<file path="config.mk">
export PLATFORM = sky130hd
export DESIGN_NAME = ssa_alu
export DESIGN_NICKNAME = d
export VERILOG_FILES = /design/src/verilog/ssa_pkg.sv /design/src/verilog/ssa_alu.sv
export VERILOG_INCLUDE_DIRS = /design/src /design/src/verilog
export SDC_FILE = /design/constraint.sdc
export NUM_CORES = 1
export LEC_CHECK = 0
export BUFFER_PORTS_ARGS = -buffer_cell sky130_fd_sc_hd__buf_4
export CAP_MARGIN = 10
export CELL_PAD_IN_SITES_DETAIL_PLACEMENT = 1
export CELL_PAD_IN_SITES_GLOBAL_PLACEMENT = 1
export CORE_UTILIZATION = 48
export CTS_CLUSTER_SIZE = 12
export DETAILED_ROUTE_END_ITERATION = 7
export PLACE_DENSITY_LB_ADDON = 0.15
export SYNTH_ARGS = -nofsm -noshare
export SYNTH_HDL_FRONTEND = slang
export SYNTH_SLANG_ARGS = --single-unit
</file>
<file path="constraint.sdc">
create_clock -name aclk -period 4.4 [get_ports aclk]
set_clock_uncertainty 0.2 [all_clocks]
set_input_delay 0.22 -clock aclk [delete_from_list [all_inputs] [get_ports aclk]]
set_output_delay 0.22 -clock aclk [all_outputs]
set_load 0.03 [all_outputs]
</file>
<file path="src/verilog/ssa_cfg.svh">
`ifndef SSA_CFG_SVH
`define SSA_CFG_SVH

// register byte offsets
`define SSA_OFS_CTRL 8'h00
`define SSA_OFS_ACC 8'h04
`define SSA_OFS_FLAGS 8'h08
`define SSA_OFS_MEM 8'h40

// command word field positions
`define SSA_CTRL_OP_LSB 0
`define SSA_CTRL_ADDR_LSB 8
`define SSA_CTRL_IMM_LSB 16

// flag register bit positions
`define SSA_FLAG_C_BIT 0
`define SSA_FLAG_AC_BIT 1
`define SSA_FLAG_Z_BIT 2
`define SSA_FLAG_OV_BIT 3

// reset values
`define SSA_RST_ACC 8'h00
`define SSA_RST_FLAGS 4'h0
`define SSA_RST_MEM 8'h00

// axi responses
`define SSA_RESP_OKAY 2'h0
`define SSA_RESP_SLVERR 2'h2

`endif

</file>
<file path="src/verilog/ssa_pkg.sv">
package ssa_pkg;

    // instruction selected by the command word
    typedef enum logic [1:0] {
        SSA_OP_SUB_ACC,
        SSA_OP_DIFFERENCE_TO_MEMORY,
        SSA_OP_SUB_IMM,
        SSA_OP_SWAP
    } ssa_op_e;

    // status flags, carry in bit 0
    typedef struct packed {
        logic signed_wrap_flag;
        logic zero_flag;
        logic half_carry_flag;
        logic carry_flag;
    } ssa_flags_s;

    // command word low 24 bits
    typedef struct packed {
        logic [7:0] imm;
        logic [7:0] addr;
        logic [5:0] pad;
        ssa_op_e op;
    } ssa_cmd_s;

    // difference with its flags
    typedef struct packed {
        logic [7:0] diff;
        ssa_flags_s flags;
    } ssa_res_s;

    // region hit by a register address
    typedef enum logic [1:0] {
        SSA_REG_CTRL,
        SSA_REG_ACC,
        SSA_REG_FLAGS,
        SSA_REG_MEM
    } ssa_reg_e;

endpackage

</file>
<file path="src/verilog/ssa_alu.sv">
// The register offsets and the AXI4-Lite register port were decided locally.
`timescale 1ns/1ps
`include "ssa_cfg.svh"
// Operation
// - subtract-to-accumulator puts accumulator minus the memory byte in the accumulator and updates all four flags.
// - every subtract clears carry on a borrow and sets it when the difference is zero or positive.
// - subtract-to-memory writes accumulator minus the byte back to that byte, keeps the accumulator, updates flags.
// - immediate subtract puts accumulator minus the command constant in the accumulator and updates the flags.
// - memory subtracts are always accumulator minus memory, never the other way round.
// - the swap exchanges the two nibbles of the memory byte in place and leaves every flag alone.
module ssa_alu #(
    parameter int MEM_DEPTH = 16
) (
    // clock and reset
    input wire logic aclk,
    input wire logic aresetn,
    // axi4-lite write address
    input wire logic [7:0] awaddr,
    input wire logic [2:0] awprot,
    input wire logic awvalid,
    output logic awready,
    // axi4-lite write data
    input wire logic [31:0] wdata,
    input wire logic [3:0] wstrb,
    input wire logic wvalid,
    output logic wready,
    // axi4-lite write response
    output logic [1:0] bresp,
    output logic bvalid,
    input wire logic bready,
    // axi4-lite read address
    input wire logic [7:0] araddr,
    input wire logic [2:0] arprot,
    input wire logic arvalid,
    output logic arready,
    // axi4-lite read data
    output logic [31:0] rdata,
    output logic [1:0] rresp,
    output logic rvalid,
    input wire logic rready
);
    localparam int AW = $clog2(MEM_DEPTH);

    logic [7:0] aw_addr_ff;
    logic aw_held_ff;
    logic [31:0] w_data_ff;
    logic w_strb0_ff;
    logic w_held_ff;
    logic bvalid_ff;
    logic [1:0] bresp_ff;
    logic rvalid_ff;
    logic [1:0] rresp_ff;
    logic [31:0] rdata_ff;
    logic [7:0] acc_ff;
    ssa_pkg::ssa_flags_s flags_ff;
    ssa_pkg::ssa_cmd_s cmd_ff;
    logic [7:0] mem_ff [MEM_DEPTH];

    // map a byte address to a register; top bit says whether it exists
    function automatic logic [2:0] ssa_decode(input logic [7:0] a);
        logic [7:0] top;
        top = 8'(`SSA_OFS_MEM + MEM_DEPTH * 4);
        if (a[1:0] != 2'h0) begin
            return {1'b0, ssa_pkg::SSA_REG_CTRL};
        end
        if (a >= `SSA_OFS_MEM && a < top) begin
            return {1'b1, ssa_pkg::SSA_REG_MEM};
        end
        unique case (a)
            `SSA_OFS_CTRL: return {1'b1, ssa_pkg::SSA_REG_CTRL};
            `SSA_OFS_ACC: return {1'b1, ssa_pkg::SSA_REG_ACC};
            `SSA_OFS_FLAGS: return {1'b1, ssa_pkg::SSA_REG_FLAGS};
            default: return {1'b0, ssa_pkg::SSA_REG_CTRL};
        endcase
    endfunction

    // subtract a - b with the four status flags
    function automatic ssa_pkg::ssa_res_s ssa_sub(input logic [7:0] a, input logic [7:0] b);
        ssa_pkg::ssa_res_s r;
        logic [8:0] d9;
        d9 = {1'b0, a} - {1'b0, b};
        r.diff = d9[7:0];
        r.flags.carry_flag = ~d9[8];
        r.flags.zero_flag = (d9[7:0] == 8'h00);
        r.flags.half_carry_flag = (a[3:0] >= b[3:0]);
        r.flags.signed_wrap_flag = (a[7] ^ b[7]) & (a[7] ^ d9[7]);
        return r;
    endfunction

    // write channel decode: a write is done once address and data are both held and no write response is still pending
    wire wr_go = aw_held_ff & w_held_ff & ~bvalid_ff;
    wire [2:0] wr_dec = ssa_decode(aw_addr_ff);
    wire wr_ok = wr_dec[2];
    wire ssa_pkg::ssa_reg_e wr_reg = ssa_pkg::ssa_reg_e'(wr_dec[1:0]);
    wire wr_en = wr_go & wr_ok & w_strb0_ff; // lane 0 gates every register
    wire wr_ctrl = wr_en & (wr_reg == ssa_pkg::SSA_REG_CTRL);
    wire wr_acc = wr_en & (wr_reg == ssa_pkg::SSA_REG_ACC);
    wire wr_flags = wr_en & (wr_reg == ssa_pkg::SSA_REG_FLAGS);
    wire wr_mem = wr_en & (wr_reg == ssa_pkg::SSA_REG_MEM);
    wire [AW-1:0] wr_idx = aw_addr_ff[AW+1:2];

    // instruction datapath, executed in the cycle the command word is written
    wire ssa_pkg::ssa_cmd_s cmd_w = ssa_pkg::ssa_cmd_s'(w_data_ff[23:0]);
    wire ssa_pkg::ssa_op_e op_w = cmd_w.op;
    wire [AW-1:0] op_idx = cmd_w.addr[AW-1:0]; // upper address bits wrap
    wire [7:0] opnd = mem_ff[op_idx];
    // immediate form takes the constant from the command
    wire [7:0] sub_b = (op_w == ssa_pkg::SSA_OP_SUB_IMM) ? cmd_w.imm : opnd;
    wire ssa_pkg::ssa_res_s res = ssa_sub(acc_ff, sub_b);
    wire [7:0] swapped = {opnd[3:0], opnd[7:4]};
    wire is_swap = (op_w == ssa_pkg::SSA_OP_SWAP);
    wire is_dtm = (op_w == ssa_pkg::SSA_OP_DIFFERENCE_TO_MEMORY);

    // destination steering
    // memory form and swap write the byte, only subtracts reach flags
    wire mem_we = wr_mem | (wr_ctrl & (is_dtm | is_swap));
    wire [AW-1:0] mem_wa = wr_mem ? wr_idx : op_idx;
    wire [7:0] mem_wd = wr_mem ? w_data_ff[7:0] : (is_swap ? swapped : res.diff);
    wire acc_we = wr_acc | (wr_ctrl & ~is_dtm & ~is_swap);
    wire [7:0] nxt_acc = wr_acc ? w_data_ff[7:0] : res.diff;
    wire flags_we = wr_flags | (wr_ctrl & ~is_swap);
    wire ssa_pkg::ssa_flags_s nxt_flags = wr_flags ? ssa_pkg::ssa_flags_s'(w_data_ff[3:0]) : res.flags;

    // read decode
    wire [2:0] rd_dec = ssa_decode(araddr);
    wire ssa_pkg::ssa_reg_e rd_reg = ssa_pkg::ssa_reg_e'(rd_dec[1:0]);
    wire rd_go = arvalid & ~rvalid_ff;
    wire [31:0] rd_word = ~rd_dec[2] ? 32'h0000_0000 :
        (rd_reg == ssa_pkg::SSA_REG_CTRL) ? {8'h00, cmd_ff} :
        (rd_reg == ssa_pkg::SSA_REG_ACC) ? {24'h00_0000, acc_ff} :
        (rd_reg == ssa_pkg::SSA_REG_FLAGS) ? {28'h000_0000, flags_ff} :
        {24'h00_0000, mem_ff[araddr[AW+1:2]]};

    // handshake outputs
    assign awready = ~aw_held_ff;
    assign wready = ~w_held_ff;
    assign arready = ~rvalid_ff;
    assign bvalid = bvalid_ff;
    assign bresp = bresp_ff;
    assign rvalid = rvalid_ff;
    assign rresp = rresp_ff;
    assign rdata = rdata_ff;

    // write address and data are held independently so either may come first
    always_ff @(posedge aclk) begin
        if (!aresetn) begin
            aw_held_ff <= 1'b0;
            w_held_ff <= 1'b0;
            aw_addr_ff <= 8'h00;
            w_data_ff <= 32'h0000_0000;
            w_strb0_ff <= 1'b0;
        end else begin
            aw_held_ff <= (aw_held_ff & ~wr_go) | (awvalid & ~aw_held_ff);
            w_held_ff <= (w_held_ff & ~wr_go) | (wvalid & ~w_held_ff);
            if (awvalid && !aw_held_ff) begin
                aw_addr_ff <= awaddr;
            end
            if (wvalid && !w_held_ff) begin
                w_data_ff <= wdata;
                w_strb0_ff <= wstrb[0];
            end
        end
    end

    // write response, held until the master takes it
    always_ff @(posedge aclk) begin
        if (!aresetn) begin
            bvalid_ff <= 1'b0;
            bresp_ff <= `SSA_RESP_OKAY;
        end else if (wr_go) begin
            bvalid_ff <= 1'b1;
            bresp_ff <= wr_ok ? `SSA_RESP_OKAY : `SSA_RESP_SLVERR;
        end else if (bready) begin
            bvalid_ff <= 1'b0;
        end
    end

    // read answer, one cycle after the address is taken
    always_ff @(posedge aclk) begin
        if (!aresetn) begin
            rvalid_ff <= 1'b0;
            rresp_ff <= `SSA_RESP_OKAY;
            rdata_ff <= 32'h0000_0000;
        end else if (rd_go) begin
            rvalid_ff <= 1'b1;
            rresp_ff <= rd_dec[2] ? `SSA_RESP_OKAY : `SSA_RESP_SLVERR;
            rdata_ff <= rd_word;
        end else if (rready) begin
            rvalid_ff <= 1'b0;
        end
    end

    // accumulator, flags and last command
    always_ff @(posedge aclk) begin
        if (!aresetn) begin
            acc_ff <= `SSA_RST_ACC;
            flags_ff <= `SSA_RST_FLAGS;
            cmd_ff <= '0;
        end else begin
            if (acc_we) begin
                acc_ff <= nxt_acc;
            end
            if (flags_we) begin
                flags_ff <= nxt_flags;
            end
            if (wr_ctrl) begin
                cmd_ff <= cmd_w;
            end
        end
    end

    // data memory; one writer per cycle since commands arrive over the same write path
    always_ff @(posedge aclk) begin
        if (!aresetn) begin
            for (int i = 0; i < MEM_DEPTH; i++) begin
                mem_ff[i] <= `SSA_RST_MEM;
            end
        end else if (mem_we) begin
            mem_ff[mem_wa] <= mem_wd;
        end
    end

    // per-operation execute strobes for the checks below
    wire ex_acc = wr_ctrl & (op_w == ssa_pkg::SSA_OP_SUB_ACC);
    wire ex_imm = wr_ctrl & (op_w == ssa_pkg::SSA_OP_SUB_IMM);
    wire ex_dtm = wr_ctrl & is_dtm;
    wire ex_swap = wr_ctrl & is_swap;
endmodule // ssa_alu

</file>
==> results of run 1 <==
cells by family after synthesis:
kind of cell             share of synthesized area, %
AO/OA/AOI/OAI                                    11.6
multiplexers                                     15.7
other                                          0.0318
buffers and inverters                            3.78
adder cells (fa/ha/maj)                          1.02
XOR/XNOR                                        0.223
flip-flops                                       50.1
AND/OR/NAND/NOR                                  17.6
worst max-delay path, delay by kind of cell (launching register included):
kind,cells,cell delay [ps]
DFF,1,360
AOI/OAI and AO/OA,7,1560
and+or+nand+nor,2,230
adders and majority gates,1,320
muxes,2,900
buffers and inverters,2,440
layer usage:
| layer | vias to the layer above | wire [um] | global-route usage [%] |
|---|---|---|---|
| met3 | 54 | 2990 | 5.96 |
| met5 | - | 0 | 0 |
| met1 | 4512 | 15300 | 39.9 |
| met2 | 371 | 16500 | 45.4 |
| met4 | 0 | 935 | 8.38 |
| li1 | 4041 | - | - |
synthesized netlist by cell type (3+ instances only):
cell type | instances | area [sq um]
o22ai_1 | 4 | 25.0
o21ai_2 | 4 | 35.0
o22a_1 | 4 | 35.0
o21ai_0 | 25 | 125
a21oi_1 | 17 | 85.1
buf_6 | 3 | 33.8
a221oi_1 | 5 | 43.8
edfxtp_1 | 128 | 3840
nand3_1 | 13 | 65.1
mux2_2 | 4 | 45.0
a21o_1 | 4 | 30.0
a31oi_1 | 3 | 18.8
buf_1 | 4 | 15.0
a211oi_1 | 10 | 75.1
dfxtp_1 | 103 | 2060
nand3_2 | 6 | 60.1
and2_1 | 9 | 56.3
mux4_2 | 71 | 1600
o21a_1 | 5 | 37.5
nand4_2 | 6 | 75.1
nor2_1 | 158 | 593
a21boi_0 | 51 | 383
buf_2 | 17 | 85.1
nand4_4 | 4 | 85.1
ha_1 | 8 | 100
o211a_1 | 3 | 30.0
nor3_1 | 9 | 45.0
a22oi_1 | 17 | 128
o221ai_1 | 4 | 35.0
or3_1 | 8 | 50.1
mux2i_1 | 19 | 190
nor2b_1 | 35 | 219
o21ai_4 | 3 | 48.8
o31ai_1 | 3 | 22.5
nand2b_1 | 9 | 56.3
buf_4 | 17 | 128
inv_1 | 12 | 45.0
a222oi_1 | 3 | 30.0
nand2_1 | 162 | 608
nand3b_1 | 4 | 30.0
clkbuf_1 | 36 | 135
metrics by stage:
| stage | hold WS, ps | setup slack (ps) |
|---|---|---|
| 6_report | 23.1 | 222 |
| 5_1_grt | 91.3 | 7.52 |
| 4_1_cts | 21.3 | 268 |
| 3_5_place_dp | 260 | 289 |
| 3_3_place_gp | 251 | 373 |
| 2_1_floorplan | 158 | 449 |
flip-flops by register name, indices dropped and copies added (netlist names), named ones only:
register	flops
bvalid	1
mem_ff	128
acc_ff	8
w_held_ff	1
w_data_ff	24
aw_held_ff	1
rresp	1
aw_addr_ff	8
rdata	24
bresp	1
w_strb0_ff	1
cmd_ff	24
flags_ff	4
rvalid	1
power by group:
group	total (mW)	internal, mW	switching, mW
combinational	0.885	0.356	0.529
sequential	2.40	2.34	0.0618
clock	2.01	1.16	0.850
total	5.30	3.86	1.44
area by class of cell:
cell class              instances  area (sq um)
well taps                     324           405
clock buffers                  34           659
flip-flops and latches        231          5910
inverters                      13          48.8
fillers                      2531         10300
clock inverters                 9          96.3
multi-input cells             737          5480
repair buffers                147          1280
worst paths after layout:
check,end,slack (ps)
worst max-delay path,mem_ff[5][3],220
worst min-delay path,rdata[3],20
worst max register to register,mem_ff[5][3],220
worst min register to register,cmd_ff[19],270
==> results.toml, run 1 <==
[drt]
drc = 0
drt-total-wl_um = 35700
first_pass_iters = 5
routedWlPerCell_um = 23.9
drt_iter0_drc = 868
vias = 8978
ant_nets = 0
viasPerCell = 6.01

[logic_synthesis]
async_flop_share_pct = 0
synth_warnings = 0
netlist_area_sq_um = 11800
ys_seq_elements = 231
yosysSeqAreaShare_pct = 50.1
avgSynthCellArea_sq_um = 11.2
synth_edf_count = 128
synthCells = 1049
synth-main-ff-cell = "edfxtp_1"
synthDistinctLibCells = 73

[floorplan]
coreArea_sq_um = 24200
io_pins = 106
die-area_sq_um = 25200
dieHeight_um = 159
fp.dieW_um = 159
initial_core_util_pct = 48.8
rows = 57

[setup_path]
arrival_ps = 4360
reg2reg_depth = 14
cp_max_fo = 23
cp-end-kind = "register"
crit_required_ps = 4580
critPathMaxStageDelay_ps = 580
critPathKind = "register to register"
crit_path_start_kind = "register"
crit_chain = "buf_12, mux4_2, mux2_2, nor2_1, a211oi_1, a21oi_1, ha_1, o21ai_0, a21o_1, a21boi_0, o22ai_1, a21o_1, buf_4, nor2_1"
slowest_stage = "mux4_2"

[cells_and_area]
fin_nets = 1229
fin_util_pct = 57.4
final_area_sq_um = 13900
n_antenna_cell = 0
layout-drive-gt1-share_pct = 21.4
area_delta_synth_final_pct = 17.6
layout_commonest_cell = "nand2_1"
mostFrequentLayoutCells = "nand2_1, nor2_1, edfxtp_1"
stdcell_count = 1495

[timing]
finalCriticalPeriod_ps = 4180
max_slew_margin_pct = 36.0
finalHoldViolCount = 0
setup_viol = 0
maxSlewViolCount = 0
setup_tns_ps = 0
rsz0062_at_grt = "no"
fmax_mhz = 239
tightest_slew_ps = 961
fin_crit_sh_pct = 95.0

[flow_run]
cap_violations = 0

[grt]
grt-ovfl-total = 0
grt_max_degree = 64
grt_pass1_vias = 9154
grt_usage_pct = 28.7
grt_pass1_wl_um = 55100
antenna_found_initial = 0

[worst_hold_path]
holdCritPathClass = "input port to register"
whs_path_depth = 4
holdCritStartpoint = "araddr[5]"

[place]
dpl-instance-area_sq_um = 12700
place_inst = 1413
portBuffers = 78
dpl.hpwl_um = 25000
globalplace.congestion = 0.886

[clocking]
cts_num_sinks = 231
post_cts_buffers = 0
cts.clk_slew.worst_paths_ps = 60
clock_path_buffers = 3
root_buffer = "clkbuf_16"
cts_buffers = 25
cts_max_level = 1
clk_latency_ps = 530
ctsHoldBuffers = 39
cts_tree = "done"
post_cts_resize_count = 0

[power_and_ir_drop]
peakVddDrop_uv = 264
p_leak_nw = 5.08
p_per_area_nw_per_um2 = 382
power_mw = 5.30

[outcome]
outcome = "completed"
Note: power is estimated with default switching activity, not from simulation.
==> inputs of run 2 (changes only) <==
Settings changed: MAX_ROUTING_LAYER set to met4.
==> run 2 against run 1 <==
  * Wire length up 1.8%
  * Design area rose by 0.49%
  * Non-clock buffer count up 2
  * Register-to-register slack worse by 30 ps
  * Setup slack worse by 27 ps
  * Via count is 0.66% higher
  * Global-route usage up 1.6 points
==> results.toml, run 2 (same netlist as run 1, synthesis figures left out) <==
[worst_hold_path]
holdCritPathClass = "input port to register"
holdCritStartpoint = "araddr[0]"

[clocking]
clock_path_buffers = 3
cts_max_level = 1
cts.clk_slew.worst_paths_ps = 60
ctsHoldBuffers = 40
cts_tree = "done"
clk_latency_ps = 520
post_cts_resize_count = 0
post_cts_buffers = 0
cts_buffers = 26
cts_num_sinks = 231
root_buffer = "clkbuf_16"

[drt]
drc = 0
vias = 9037
drt-total-wl_um = 36400
routedWlPerCell_um = 24.3
first_pass_iters = 5
drt_iter0_drc = 858
viasPerCell = 6.02
ant_nets = 0

[cells_and_area]
multiInputGateArea_sq_um = 5480
area_delta_synth_final_pct = 18.2
seqCellArea_sq_um = 5910
fin_nets = 1232
regMostFlops = "mem_ff"
fin_util_pct = 57.7
mostFrequentLayoutCells = "nand2_1, nor2_1, edfxtp_1"
stdcell_count = 1500
layout-drive-gt1-share_pct = 21.7
layout_commonest_cell = "nand2_1"
largest_reg_flops = 128
nFillCells = 2519

[setup_path]
crit_chain = "buf_12, mux4_2, mux2_2, nor2_1, a211oi_1, a21oi_1, ha_1, o21ai_0, a21o_1, a21boi_0, o22ai_1, a21o_1, buf_12, nor2_1"
critPathKind = "register to register"
critPathMaxStageDelay_ps = 550
cp-end-kind = "register"
r2r-end = "mem_ff[2][3]"
cp_max_fo = 22
slowest_stage = "mux4_2"
crit_path_start_kind = "register"
arrival_ps = 4360
reg2reg_depth = 14
regToRegSetupSlack_ps = 190
crit_required_ps = 4560
cp-endpoint = "mem_ff[2][3]"

[grt]
grt_pass1_vias = 9228
antenna_found_initial = 1
grt-ovfl-total = 0
grt_max_degree = 61
grt_pass1_wl_um = 56100
grt_usage_pct = 30.3

[place]
globalplace.congestion = 0.894
dpl.hpwl_um = 25300
dp_slack_ps = 244
portBuffers = 78
place_inst = 1414

[flow_run]
cap_violations = 0

[floorplan]
dieHeight_um = 159
die-area_sq_um = 25200
fp.dieW_um = 159
initial_core_util_pct = 48.8
coreArea_sq_um = 24200
rows = 57
io_pins = 106

[timing]
setup_slack_ps = 194
finalHoldViolCount = 0
tightest_slew_ps = 1040
finalCriticalPeriod_ps = 4210
setup_viol = 0
maxSlewViolCount = 0
rsz0062_at_grt = "no"
setup_tns_ps = 0
max_slew_margin_pct = 30.9
fin_crit_sh_pct = 95.6
fmax_mhz = 238

[power_and_ir_drop]
p_per_area_nw_per_um2 = 382
p_leak_nw = 5.11
peakVddDrop_uv = 253

[outcome]
outcome = "completed"
run 2: changes by cell type in the layout (fill, tap and decap cells not counted), sizes merged:
cell	before	now
bufinv	2	0
clkinvlp	0	1
buf	108	109
dlygate4sd3	39	40
clkinv	6	5
diode	0	1
clkbuf	34	39
inv	14	13
run 2: routing by layer:
layer / vias up / track usage [%] / share of wire, %
li1: 4044 / - / -
met1: 4539 / 40.6 / 43
met2: 371 / 46.2 / 46
met3: 83 / 5.67 / 7.4
met4: 0 / 10.6 / 3.5
met5: - / - / 0
run 2: power breakdown:
group | total, mW | leakage (nW) | switching, mW | internal (mW)
logic | 0.895 | 2.57 | 0.530 | 0.366
clock network | 2.03 | 0.384 | 0.848 | 1.18
registers | 2.40 | 2.16 | 0.0628 | 2.34
run 2: worst min-delay path by stage:
| stage | cells after the start | slack (ps) | end |
|---|---|---|---|
| after floorplan | 1 | 160 | rvalid |
| after global placement | 2 | 250 | cmd_ff[12] |
| after detailed placement | 2 | 260 | w_data_ff[15] |
| after CTS | 5 | 70 | rdata[1] |
| after global routing | 4 | 130 | rdata[7] |
| final | 5 | 100 | rdata[1] |
run 2: metrics by stage:
step	hold WS (ps)	area, sq um	total power [mW]
final	98.8	13900	5.33
after global routing	132	13900	5.50
after CTS	68.1	13900	5.35
after detailed placement	258	12700	3.30
after global placement	250	12700	3.28
after floorplan	158	11800	2.95
run 2: area by class of cell:
type	count	share of cell area [%]
diodes	1	0.0179
flip-flops and latches	231	42.4
well taps	324	2.91
clock inverters	6	0.215
multi-input cells	737	39.3
clock buffers	39	5.46
inverters	13	0.350
repair buffers	149	9.37
run 2: worst max-delay path, delay by kind of cell, from the launching register on:
family	cells	cell delay, ps
AOI/OAI and AO/OA	7	1650
adders and majority gates	1	320
buffers and inverters	2	370
DFF	1	350
muxes	2	870
and+or+nand+nor	2	260
==> inputs of run 3 (changes only) <==
Settings changed: CELL_PAD_IN_SITES_DETAIL_PLACEMENT 1 to unset, CELL_PAD_IN_SITES_GLOBAL_PLACEMENT 1 to unset, CORE_UTILIZATION 48 to 50.
==> run 3 against run 2 <==
  * Register-to-register slack is essentially flat
  * Non-clock buffer count shrank 9
  * Design area shrank 0.97%
  * Via count shrank 2.7%
  * Combinational power shrank 7.6%
  * Setup slack gained 0.89 ps
  * Final cell count shrank 1.6%
  * Hold slack lost 63 ps
  * Largest cell class unchanged
  * Largest power group unchanged
==> results.toml, run 3 (same netlist as run 1, synthesis figures left out) <==
[grt]
met3_usage_pct = 4.25
use_met1_pct = 41.0
grt-ovfl-total = 0
antenna_found_initial = 0
grt_max_degree = 81
use_met2_pct = 41.4
grt_usage_pct = 28.1
grt_pass1_vias = 8174
grt_pass1_wl_um = 49400
top_usage_layer = "met2"

[power_and_ir_drop]
peakVddDrop_uv = 265
p_per_area_nw_per_um2 = 380
switching_power_mw = 1.42
switching_share_pct = 27.0
seqPwrFrac_pct = 45.6
p_int_mw = 3.83
clkPwrFrac_pct = 38.6
p_leak_nw = 5.05
comb_power_share_pct = 15.7

[drt]
first_pass_iters = 5
drt_iter0_drc = 893
drt-total-wl_um = 32200
vias = 8794
drc = 0
routedWlPerCell_um = 21.8
viasPerCell = 5.96
ant_nets = 0

[setup_path]
crit_required_ps = 4580
cp_max_fo = 25
slowest_stage = "mux4_2"
critPathMaxStageDelay_ps = 520
cp.buffers_inverters = 2
crit_chain = "buf_12, buf_4, mux4_2, mux2_2, nor2_1, a211oi_1, a21oi_1, ha_1, o21ai_0, a21o_1, a21boi_0, o22ai_1, a21o_1, nor2_1"
arrival_ps = 4380
crit_path_start_kind = "register"
cp-end-kind = "register"
critPathKind = "register to register"
critical_path.top_delay_family = "compound AO/OA/AOI/OAI gates"

[timing]
fin_crit_sh_pct = 95.6
finalCriticalPeriod_ps = 4200
maxSlewViolCount = 0
rsz0062_at_grt = "no"
setup_tns_ps = 0
fmax_mhz = 238
setup_viol = 0
max_slew_margin_pct = 19.0
finalHoldViolCount = 0
tightest_slew_ps = 1220
holdWs_ps = 35.8

[floorplan]
fp.dieW_um = 156
dieHeight_um = 156
die-area_sq_um = 24200
coreArea_sq_um = 22900
io_pins = 106
initial_core_util_pct = 51.5
rows = 55

[worst_hold_path]
holdCritPathClass = "input port to register"

[place]
globalplace.congestion = 0.972
dpl.hpwl_um = 22100
portBuffers = 78

[cells_and_area]
layout-drive-gt1-share_pct = 21.2
layout_commonest_cell = "nand2_1"
regMostFlops = "mem_ff"
mostFrequentLayoutCells = "nand2_1, nor2_1, edfxtp_1"
area_delta_synth_final_pct = 17.0
largest_reg_flops = 128
n_antenna_cell = 0
fin_nets = 1223

[outcome]
outcome = "completed"

[clocking]
cts_tree = "done"
clk_latency_ps = 540
cts_num_sinks = 231
cts.clk_slew.worst_paths_ps = 60
cts_buffers = 26
clock_path_buffers = 3
cts_max_level = 1
root_buffer = "clkbuf_16"
post_cts_resize_count = 0

[flow_run]
cap_violations = 0
[run 3: worst reg2reg max path: stages (launching register included)]
cell	delay, ps
dfxtp_2	340
buf_12	230
buf_4	230
mux4_2	520
mux2_2	310
nor2_1	90
a211oi_1	70
a21oi_1	180
ha_1	300
o21ai_0	230
a21o_1	180
a21boi_0	340
o22ai_1	140
a21o_1	470
nor2_1	210
[run 3: stage by stage]
stage	power [mW]	cells	cell area (sq um)	setup slack (ps)	utilization, %
floorplan	2.95	1058	11800	449	-
global placement	3.22	1395	12600	264	55.1
detailed placement	3.23	1395	12600	200	55.1
CTS	5.26	1476	13800	208	60.3
global route	5.41	1476	13800	32.4	60.3
finish	5.25	1476	13800	195	60.3
[run 3: worst paths after layout]
kind	slack, ps	end	cells after the start	start
hold reg to reg	260	cmd_ff[18]	2	cmd_ff[18]
hold / removal	40	rdata[3]	4	araddr[5]
setup / recovery	200	mem_ff[0][3]	14	register
setup reg to reg	200	mem_ff[0][3]	14	register
[run 3: power by group through the flow]
stage	clock network [mW]	registers (mW)	logic, mW
after global placement	0	2.44	0.782
after CTS	2.04	2.39	0.820
final	2.03	2.40	0.827
after floorplan	0	2.42	0.532
after global routing	2.12	2.40	0.882
after detailed placement	0	2.44	0.789
[run 3: area by class of cell]
type	instances	area [sq um]
inverters	13	48.8
flip-flops and latches	231	5910
repair buffers	140	1200
fillers	1893	9110
clock inverters	9	82.6
clock buffers	33	697
multi-input cells	737	5480
well taps	313	392
[run 3: routing by layer]
layer,wire [um],vias up
li1,-,4032
met1,14200,4301
met2,14300,410
met3,2940,51
met4,752,0
met5,0,-
[run 3: what timing repair did]
item                                    CTS  global route
endpoints found under the hold margin    45             0
endpoints found under the setup margin    0             0
hold buffers                             39             0
setup buffers                             0             0
